===== config.mk =====
export PLATFORM = sky130hd
export DESIGN_NAME = ext_mem_clk_strobe
export DESIGN_NICKNAME = d
export VERILOG_FILES = /design/src/include/ext_mem_pkg.sv /design/src/include/div_if.sv /design/src/rtl/ext_mem_clk_strobe.sv /design/src/rtl/core_clk_div.sv
export VERILOG_INCLUDE_DIRS = /design/src /design/src/include
export SDC_FILE = /design/constraint.sdc
export NUM_CORES = 1
export LEC_CHECK = 0
export BUFFER_PORTS_ARGS = -buffer_cell sky130_fd_sc_hd__buf_2
export CAP_MARGIN = 30
export CORE_ASPECT_RATIO = 0.5
export CORE_MARGIN = 2
export CORE_UTILIZATION = 40
export DETAILED_ROUTE_END_ITERATION = 16
export HOLD_SLACK_MARGIN = 0.1
export PLACE_DENSITY = 0.74
export RECOVER_POWER = 50
export SLEW_MARGIN = 10
export SYNTH_ARGS = -nofsm -noshare
export SYNTH_HDL_FRONTEND = slang
export SYNTH_SLANG_ARGS = --single-unit

===== constraint.sdc =====
create_clock -name mclk -period 2.5 [get_ports mclk]
set_clock_uncertainty 0.1 [all_clocks]
set_input_delay 0.25 -clock mclk [delete_from_list [all_inputs] [get_ports mclk]]
set_output_delay 0.25 -clock mclk [all_outputs]
set_load 0.01 [all_outputs]

===== src/include/ext_mem_defines.svh =====
// Constants for the narrow external memory clock and strobe block
`ifndef EXT_MEM_DEFINES_SVH
`define EXT_MEM_DEFINES_SVH

// Strap codes on clock_select_straps
`define STRAP_EXT_CLOCK 2'h0
`define STRAP_CORE_DIV4 2'h1
`define STRAP_CORE_DIV6 2'h2
`define STRAP_SPARE 2'h3

// Core clock division ratios and the matching half periods in mclk cycles
`define CORE_DIV4 4
`define CORE_DIV6 6
`define DIV4_HALF 3'h2
`define DIV6_HALF 3'h3

// Synchroniser settle count before the straps are captured
`define STRAP_SETTLE 2'h2

// Chip-enable space that owns the FIFO output enable
`define FIFO_SPACE 2'h3

// Reset values
`define CNT_RESET 2'h0
`define STROBE_IDLE 1'h1
`endif


===== src/include/ext_mem_pkg.sv =====
// Types for the narrow external memory clock and strobe block
package ext_mem_pkg;

  typedef enum logic [1:0] {
    SRC_EXT = 2'b00,
    SRC_DIV4 = 2'b01,
    SRC_DIV6 = 2'b10
  } clk_src_t;

  typedef enum logic [1:0] {
    MEM_ASYNC = 2'b00,
    MEM_SDRAM = 2'b01,
    MEM_SYNC = 2'b10,
    MEM_NONE = 2'b11
  } mem_kind_t;

  typedef enum logic [1:0] {
    RATIO_1 = 2'b00,
    RATIO_2 = 2'b01,
    RATIO_4 = 2'b10,
    RATIO_4B = 2'b11
  } div_ratio_t;

endpackage


===== src/include/div_if.sv =====
// Square wave handed from a core clock divider to the clock selector
`timescale 1ns/1ps
`default_nettype none
interface div_if;
  logic level;
  modport src (output level);
  modport dst (input level);
endinterface
`default_nettype wire


===== src/rtl/ext_mem_clk_strobe.sv =====
// Clock source selection, output clocks and shared strobe pins
`timescale 1ns/1ps
`default_nettype none
`include "ext_mem_defines.svh"
module ext_mem_clk_strobe (
  input wire logic mclk,
  input wire logic srst,
  input wire logic ext_clock_in,
  input wire logic [1:0] clock_select_straps,
  input wire logic [1:0] div_ratio,
  input wire logic bus_release,
  input wire logic read_enable_select,
  input wire logic acc_active,
  input wire logic [1:0] acc_kind,
  input wire logic [1:0] acc_space,
  input wire logic req_read,
  input wire logic req_column,
  input wire logic req_addr,
  input wire logic req_oe,
  input wire logic req_row,
  input wire logic req_write,
  output logic undivided_clock_out,
  output logic undivided_clock_oe,
  output logic divided_clock_out,
  output logic divided_clock_oe,
  output logic [1:0] clock_source,
  output logic strobe_a_n,
  output logic strobe_a_oe,
  output logic strobe_b_n,
  output logic strobe_b_oe,
  output logic write_enable_n,
  output logic write_enable_oe,
  output logic fifo_space_output_enable_n,
  output logic fifo_space_output_enable_oe
);
  div_if div4_bus ();
  div_if div6_bus ();

  core_clk_div #(.HALF(`DIV4_HALF)) u_div4 (
    .mclk(mclk),
    .srst(srst),
    .out(div4_bus)
  );

  core_clk_div #(.HALF(`DIV6_HALF)) u_div6 (
    .mclk(mclk),
    .srst(srst),
    .out(div6_bus)
  );

  // Pin synchronisers
  logic ext_s1;
  logic ext_s2;
  logic [1:0] strap_s1;
  logic [1:0] strap_s2;

  always_ff @(posedge mclk) begin
    if (srst) begin
      ext_s1 <= 1'h0;
      ext_s2 <= 1'h0;
      strap_s1 <= 2'h0;
      strap_s2 <= 2'h0;
    end else begin
      ext_s1 <= ext_clock_in;
      ext_s2 <= ext_s1;
      strap_s1 <= clock_select_straps;
      strap_s2 <= strap_s1;
    end
  end

  // Strap capture once after reset release
  ext_mem_pkg::clk_src_t sel;
  ext_mem_pkg::clk_src_t next_sel;
  logic captured;
  logic next_captured;
  logic [1:0] settle;
  logic [1:0] next_settle;

  always_comb begin
    next_sel = sel;
    next_captured = captured;
    next_settle = settle;
    if (!captured) begin
      if (settle == `STRAP_SETTLE) begin
        next_captured = 1'h1;
        case (strap_s2)
          `STRAP_CORE_DIV4: next_sel = ext_mem_pkg::SRC_DIV4;
          `STRAP_CORE_DIV6: next_sel = ext_mem_pkg::SRC_DIV6;
          default: next_sel = ext_mem_pkg::SRC_EXT;
        endcase
      end else begin
        next_settle = settle + 2'h1;
      end
    end
  end

  always_ff @(posedge mclk) begin
    if (srst) begin
      sel <= ext_mem_pkg::SRC_EXT;
      captured <= 1'h0;
      settle <= `CNT_RESET;
    end else begin
      sel <= next_sel;
      captured <= next_captured;
      settle <= next_settle;
    end
  end

  // Interface clock level and output clocks
  logic iface_lvl;
  logic iface_prev;
  logic iface_rise;
  logic [1:0] div_cnt;
  logic [1:0] next_div_cnt;
  logic next_divided;

  always_comb begin
    case (sel)
      ext_mem_pkg::SRC_DIV4: iface_lvl = div4_bus.level;
      ext_mem_pkg::SRC_DIV6: iface_lvl = div6_bus.level;
      default: iface_lvl = ext_s2;
    endcase
  end

  assign iface_rise = iface_lvl && !iface_prev;

  always_comb begin
    next_div_cnt = div_cnt;
    if (iface_rise) begin
      next_div_cnt = div_cnt + 2'h1;
    end
    case (ext_mem_pkg::div_ratio_t'(div_ratio))
      ext_mem_pkg::RATIO_1: next_divided = iface_lvl;
      ext_mem_pkg::RATIO_2: next_divided = next_div_cnt[0];
      default: next_divided = next_div_cnt[1];
    endcase
  end

  always_ff @(posedge mclk) begin
    if (srst) begin
      iface_prev <= 1'h0;
      div_cnt <= `CNT_RESET;
      undivided_clock_out <= 1'h0;
      divided_clock_out <= 1'h0;
    end else begin
      iface_prev <= iface_lvl;
      div_cnt <= next_div_cnt;
      undivided_clock_out <= iface_lvl;
      divided_clock_out <= next_divided;
    end
  end

  assign clock_source = sel;

  // Shared strobe pins, active low
  logic next_a;
  logic next_b;
  logic next_w;
  logic next_fifo;
  logic next_oe;

  always_comb begin
    next_a = `STROBE_IDLE;
    next_b = `STROBE_IDLE;
    next_w = `STROBE_IDLE;
    next_fifo = `STROBE_IDLE;
    next_oe = !bus_release;
    if (acc_active) begin
      case (ext_mem_pkg::mem_kind_t'(acc_kind))
        ext_mem_pkg::MEM_ASYNC: begin
          next_a = !req_read;
          next_b = !req_oe;
          next_w = !req_write;
        end
        ext_mem_pkg::MEM_SDRAM: begin
          next_a = !req_column;
          next_b = !req_row;
          next_w = !req_write;
        end
        ext_mem_pkg::MEM_SYNC: begin
          next_a = read_enable_select ? !req_read : !req_addr;
          next_b = !req_oe;
          next_w = !req_write;
          if (acc_space == `FIFO_SPACE) begin
            next_fifo = !req_oe;
          end
        end
        default: begin
          next_a = `STROBE_IDLE;
        end
      endcase
    end
  end

  always_ff @(posedge mclk) begin
    if (srst) begin
      strobe_a_n <= `STROBE_IDLE;
      strobe_b_n <= `STROBE_IDLE;
      write_enable_n <= `STROBE_IDLE;
      fifo_space_output_enable_n <= `STROBE_IDLE;
      strobe_a_oe <= 1'h0;
    end else begin
      strobe_a_n <= next_a;
      strobe_b_n <= next_b;
      write_enable_n <= next_w;
      fifo_space_output_enable_n <= next_fifo;
      strobe_a_oe <= next_oe;
    end
  end

  assign strobe_b_oe = strobe_a_oe;
  assign write_enable_oe = strobe_a_oe;
  assign fifo_space_output_enable_oe = strobe_a_oe;
  assign undivided_clock_oe = strobe_a_oe;
  assign divided_clock_oe = strobe_a_oe;
endmodule
`default_nettype wire


===== src/rtl/core_clk_div.sv =====
// Divides mclk by twice HALF into a square wave level
`timescale 1ns/1ps
`default_nettype none
`include "ext_mem_defines.svh"
module core_clk_div #(
  parameter logic [2:0] HALF = `DIV4_HALF
) (
  input wire logic mclk,
  input wire logic srst,
  div_if.src out
);
  logic [2:0] cnt;
  logic [2:0] next_cnt;
  logic lvl;
  logic next_lvl;

  always_comb begin
    next_cnt = cnt + 3'h1;
    next_lvl = lvl;
    if (cnt == HALF - 3'h1) begin
      next_cnt = 3'h0;
      next_lvl = ~lvl;
    end
  end

  always_ff @(posedge mclk) begin
    if (srst) begin
      cnt <= 3'h0;
      lvl <= 1'h0;
    end else begin
      cnt <= next_cnt;
      lvl <= next_lvl;
    end
  end

  assign out.level = lvl;
endmodule
`default_nettype wire


==> out/qor.txt, run 1 <==
prevailing post-synth register cell: dfxtp_1
Placed Cells incl. Taps: 176
Logic pwr share: 18.2%
Slew Limit Headroom: 29.3%
via-per-instance ratio: 4.55
HPWL reported at the end of detailed placement: 1320 um
number of warnings printed during yosys synthesis: 0
Total Wirelength: 1770 um
Top-Level Pins: 34
area added between synthesis and finish: 26.0%
switching component of the power: 268 uW
post-synthesis cell count: 113
CP endpoint kind: register
reg2reg path depth: 6
DR vias: 847
Core Util, Final: 53.7%
most frequent cells after synthesis: dfxtp_1, nor2_1, nor2b_1
flop2flop setup slack: 630 ps
area inside the core boundary: 0.00262 mm2
DIE HEIGHT: 41.3 um
Min-Delay Startpoint: clock_select_straps[0]
Yosys top cell area share: 50.3%
number of nets in the final layout: 177
via count of the first global-routing pass: 713
Post-Place Setup Slack: 654 ps
largest net degree at the start of global routing: 26
total global routing overflow: 0
part of the Yosys area used for sequential elements: 50.3%
CP max stage cell: or4_4
global-route usage over all layers: 12.2%
post-synthesis net count: 140
kind of launch point of the worst setup path: register
cells traversed along the worst timing path: inv_1, ha_1, nor2b_4, or4_4, a21oi_2, a22o_1
Min-Delay Endpoint: strap_s1[0]
hold buffers post-CTS: 5
die area: 0.00325 mm2
worst hold slack: 98.2 ps
antenna violations before repair: 0
library cells used by synthesis: 28
ant diodes: 0
x dimension of the die: 78.7 um
most repeated cell in the gate-level netlist after synthesis: dfxtp_1
root buf cell: clkbuf_8
final max-slew violation count: 0
share of total power in the clock network: 32.4%
fraction of power spent switching nets: 24.7%
data required time of the critical path: 2620 ps
Rows: 13
final worst setup slack: 633 ps
hold path cells: 2
TritonCTS buffer count: 3
share of layout cells above drive strength 1: 23.5%
number of gates given a new drive strength after cts: 0
slowest stage delay, CP: 510 ps
library cell with the largest summed area after synthesis: dfxtp_1
routed wire length per instance: 9.51 um
r2r startpoint: clock_source[0]
leakage dissipation: 0.614 nW
start-to-end type of the worst setup path: register to register
clock tree from TritonCTS: done
largest voltage drop on the vdd net: 358 uV
number of H-tree levels: 1
clock transition time at the flip-flop clock pins of the worst setup and hold paths: 90 ps
Least-Margin Pin Slew: 1060 ps
internal portion of total power: 816 uW
synthesized area divided by synthesized cell count: 9.87 um2
final hold violation count: 0
critical path peak fanout: 5
cell area after synthesis: 0.00111 mm2
number of sinks on the clock net: 28
initial standard-cell utilization of the core: 42.6%
Tot Pwr: 1.08 mW
buffers from clock root to sink, at most: 2
Finished Layout Cells: 186
Fillers: 239
clk_lat worst skew: 270 ps
DRC: 0
PD cells: 771 mW/mm2
asr flop ratio synth: 0%
Post-Layout Inst Area: 0.00141 mm2
Final Critical Period: 1870 ps
flip-flop and latch count after synthesis: 28
Critical R2R Capture: divided_clock_out
first-pass GRT wire length: 3000 um
number of iterations in the first detailed-routing pass: 3
Hold Path Class: input port to register
final period utilization: 74.7%
Flop pwr share: 49.4%
RSZ-0062 raised after global routing: no
count of port buffers added during placement: 33
worst endpoint data arrival time: 1990 ps
total negative slack: 0 ps
post-CTS setup-driven buffer insertion count: 0
setup-violating endpoint count in the final report: 0
count of antenna-violating nets left after detailed routing: 0
first-iteration detailed-routing DRC count: 20
weighted congestion reported at the end of routability-driven placement: 0.801
Fmax achieved: 0.536 GHz
run status: finished clean
Maximum Capacitance Violations: 0
number of synthesized flops with an enable pin: 0
Placed Instance Area: 0.00128 mm2
leading post-synthesis cells by cell area: dfxtp_1, ha_1, nor2b_1, nor2_1, buf_4
## registers in the layout, indices dropped and copies added (netlist names), 2 cells and up
name	count
u_div4.cnt	3
clock_source	2
u_div6.cnt	3
strap_s1	2
div_cnt	2
strap_s2	2
settle	2
## layout make-up
class / count / area, um2 / share of cell area (%)
sequential: 28 / 561 / 39.9
multi-input combinational: 72 / 487 / 34.6
timing repair buffer: 39 / 218 / 15.5
tap: 37 / 46.3 / 3.29
clock buffer: 3 / 41.3 / 2.94
clock inverter: 1 / 30.0 / 2.14
inverter: 6 / 22.5 / 1.60
## how the worst max path moves through the flow
stage                    startpoint  slack [ps]  depth (start not counted)                end
floorplan           clock_source[0]         680                          6  divided_clock_out
detailed placement  clock_source[0]         650                          6  divided_clock_out
finish              clock_source[0]         630                          6  divided_clock_out
global route        clock_source[0]         550                          6  divided_clock_out
CTS                 clock_source[0]         630                          6  divided_clock_out
global placement    clock_source[0]         710                          6  divided_clock_out
## layout by cell type (no fill, tap or decap)
cell / count
bufinv_16: 1
ha_1: 7
nand2b_1: 2
o32ai_1: 1
or4_4: 1
nor2_1: 15
a211oi_1: 1
nand2_1: 3
a21oi_2: 1
dfxtp_1: 28
inv_1: 6
dlygate4sd3_1: 6
o21a_1: 1
clkbuf_8: 3
and3b_1: 1
xnor2_1: 4
a22o_1: 1
and3_1: 1
nand3_1: 2
nand3b_1: 1
nor3_1: 7
a221oi_2: 1
mux2i_1: 2
a21oi_1: 4
nor2b_1: 10
nor2b_4: 1
nor3b_1: 2
buf_2: 27
o21ai_0: 2
o31ai_1: 1
clkbuf_1: 6
## kinds of logic (layout without fill, tap and decap cells)
logic type	count (synthesis)	after routing	share of synthesized area (%)
flip-flops	28	28	50.3
XOR/XNOR	4	4	3.14
adder cells (fa/ha/maj)	7	7	7.86
AO/OA/AOI/OAI	13	13	8.42
buffers and inverters	13	49	6.06
multiplexers	2	2	1.80
AND/OR/NAND/NOR	46	46	22.4
## power groups by stage
stage          logic [mW]  clock network, mW  registers, mW
2_1_floorplan       0.147                  0          0.543
4_1_cts             0.201              0.358          0.535
3_5_place_dp        0.193                  0          0.545
5_1_grt             0.228              0.375          0.544
6_report            0.197              0.352          0.535
3_3_place_gp        0.188                  0          0.543
## critical path: cells and delay by family, from the launching register on
kind            cells  cell delay, ps
compound gates      2             310
buf+inv             1              60
flops               1             380
simple gates        2             660
fa+ha+maj           1             310
## per-layer routing
metal	track usage (%)	wire length (um)
met5	0	0
met4	1.32	0
met2	21.8	784
met3	5.60	149
met1	14.7	835
(Power assumes the default switching activity.)
==> run 2, diff against run 1 <==
- PLACE_DENSITY: 0.74 -> 0.76
- clock period: 2.5 -> 1.7 ns (I/O delays scaled with it)
==> out/qor.txt, run 2 (synthesized netlist as in run 1, its figures left out) <==
run status: finished clean
critical path peak fanout: 5
global-route usage over all layers: 11.8%
DRC: 0
number of iterations in the first detailed-routing pass: 4
final max-slew violation count: 0
worst hold slack: 126 ps
r2r startpoint: clock_source[0]
Min-Delay Endpoint: strobe_a_n
final period utilization: 98.5%
Rows: 13
Top-Level Pins: 34
largest net degree at the start of global routing: 26
TritonCTS buffer count: 3
Flop pwr share: 53.0%
number of sinks on the clock net: 28
routed wire length per instance: 9.50 um
switching component of the power: 393 uW
Hold Path Class: input port to register
share of total power in the clock network: 26.8%
internal portion of total power: 1.10 mW
RSZ-0062 raised after global routing: yes
fraction of power spent switching nets: 26.4%
clk_lat worst skew: 270 ps
ant diodes: 0
Min-Delay Startpoint: req_column
data required time of the critical path: 1820 ps
root buf cell: clkbuf_8
Maximum Capacitance Violations: 0
area added between synthesis and finish: 30.1%
commonest cells after routing, fill and taps aside: dfxtp_1, buf_2, nor2_1
number of nets in the final layout: 181
largest voltage drop on the vdd net: 662 uV
first-iteration detailed-routing DRC count: 28
reg2reg path depth: 6
setup-violating endpoint count in the final report: 0
DIE HEIGHT: 41.3 um
number of H-tree levels: 1
count of antenna-violating nets left after detailed routing: 0
registers with the most flip-flops: u_div4.cnt x3, u_div6.cnt x3
Post-Layout Inst Area: 0.00145 mm2
weighted congestion reported at the end of routability-driven placement: 0.718
Post-Place Setup Slack: 6.56 ps
final hold violation count: 0
via-per-instance ratio: 4.48
Finished Layout Cells: 190
flop2flop setup slack: 30 ps
DR vias: 851
via count of the first global-routing pass: 653
CP endpoint kind: register
kind of launch point of the worst setup path: register
Fillers: 225
area inside the core boundary: 0.00262 mm2
Final Critical Period: 1670 ps
die area: 0.00325 mm2
Placed Cells incl. Taps: 176
antenna violations before repair: 0
Total Wirelength: 1810 um
total global routing overflow: 0
hold path cells: 4
leakage dissipation: 0.606 nW
start-to-end type of the worst setup path: register to register
Fmax achieved: 0.597 GHz
commonest non-fill, non-tap cell in the layout: dfxtp_1
final worst setup slack: 26.3 ps
Critical R2R Capture: divided_clock_out
x dimension of the die: 78.7 um
first-pass GRT wire length: 2750 um
worst endpoint data arrival time: 1790 ps
Logic pwr share: 20.2%
PD cells: 1030 mW/mm2
clock tree from TritonCTS: done
buffers from clock root to sink, at most: 2
clock transition time at the flip-flop clock pins of the worst setup and hold paths: 90 ps
Placed Instance Area: 0.00130 mm2
share of layout cells above drive strength 1: 24.2%
count of port buffers added during placement: 33
HPWL reported at the end of detailed placement: 1290 um
initial standard-cell utilization of the core: 42.6%
Slew Limit Headroom: 70.8%
Least-Margin Pin Slew: 438 ps
run 2: worst max-delay path, cell delays in order, from the launching register on:
cell and delay, ps:
dfxtp_2 350, inv_2 40, ha_4 210, nor2b_4 140
or4_4 510, a21oi_2 140, a22o_1 130
run 2: worst max-delay path by stage:
stage / cells after the start / slack, ps / to / startpoint
floorplan: 6 / 30 / divided_clock_out / clock_source[0]
global placement: 6 / 50 / divided_clock_out / clock_source[0]
detailed placement: 6 / 7 / divided_clock_out / clock_source[1]
CTS: 6 / 3 / divided_clock_out / clock_source[0]
global route: 6 / -30 / divided_clock_out / clock_source[0]
finish: 6 / 30 / divided_clock_out / clock_source[0]
run 2: timing repair:
action / 4_1_cts / 5_1_grt
hold buffers: 9 / 0
setup endpoints to repair: 1 / 2
endpoints found under the hold margin: 7 / 0
pin swaps: 4 / 4
resized for setup: 2 / 1
setup buffers: 1 / 0
run 2: stage by stage:
| stage | util (%) | TNS, ps | power [mW] |
|---|---|---|---|
| global route | 55.4 | -29.6 | 1.60 |
| global placement | 49.5 | 0 | 1.08 |
| CTS | 55.8 | 0 | 1.51 |
| floorplan | - | 0 | 1.02 |
| finish | 55.4 | 0 | 1.49 |
| detailed placement | 49.5 | 0 | 1.09 |
run 2: power groups by stage:
stage	clock [mW]	sequential, mW	combinational, mW
floorplan	0	0.799	0.219
global placement	0	0.801	0.276
detailed placement	0	0.804	0.285
CTS	0.413	0.792	0.306
global route	0.448	0.804	0.351
finish	0.400	0.791	0.301
run 2: layout make-up:
cell class / instances / area (um2) / area share [%]
Sequential cell: 28 / 563 / 38.8
Clock buffer: 4 / 55.1 / 3.80
Inverter: 6 / 22.5 / 1.55
Multi-Input combinational cell: 72 / 513 / 35.4
Timing Repair Buffer: 43 / 250 / 17.3
Tap cell: 37 / 46.3 / 3.19
run 2: metal layers:
metal  vias up  track usage [%]  wire length [um]
met5         -                0                 0
met2        20             20.9               866
met4         0             5.26                 0
met1       380             13.2               837
met3         0             5.17               101
li1        451                -                 -
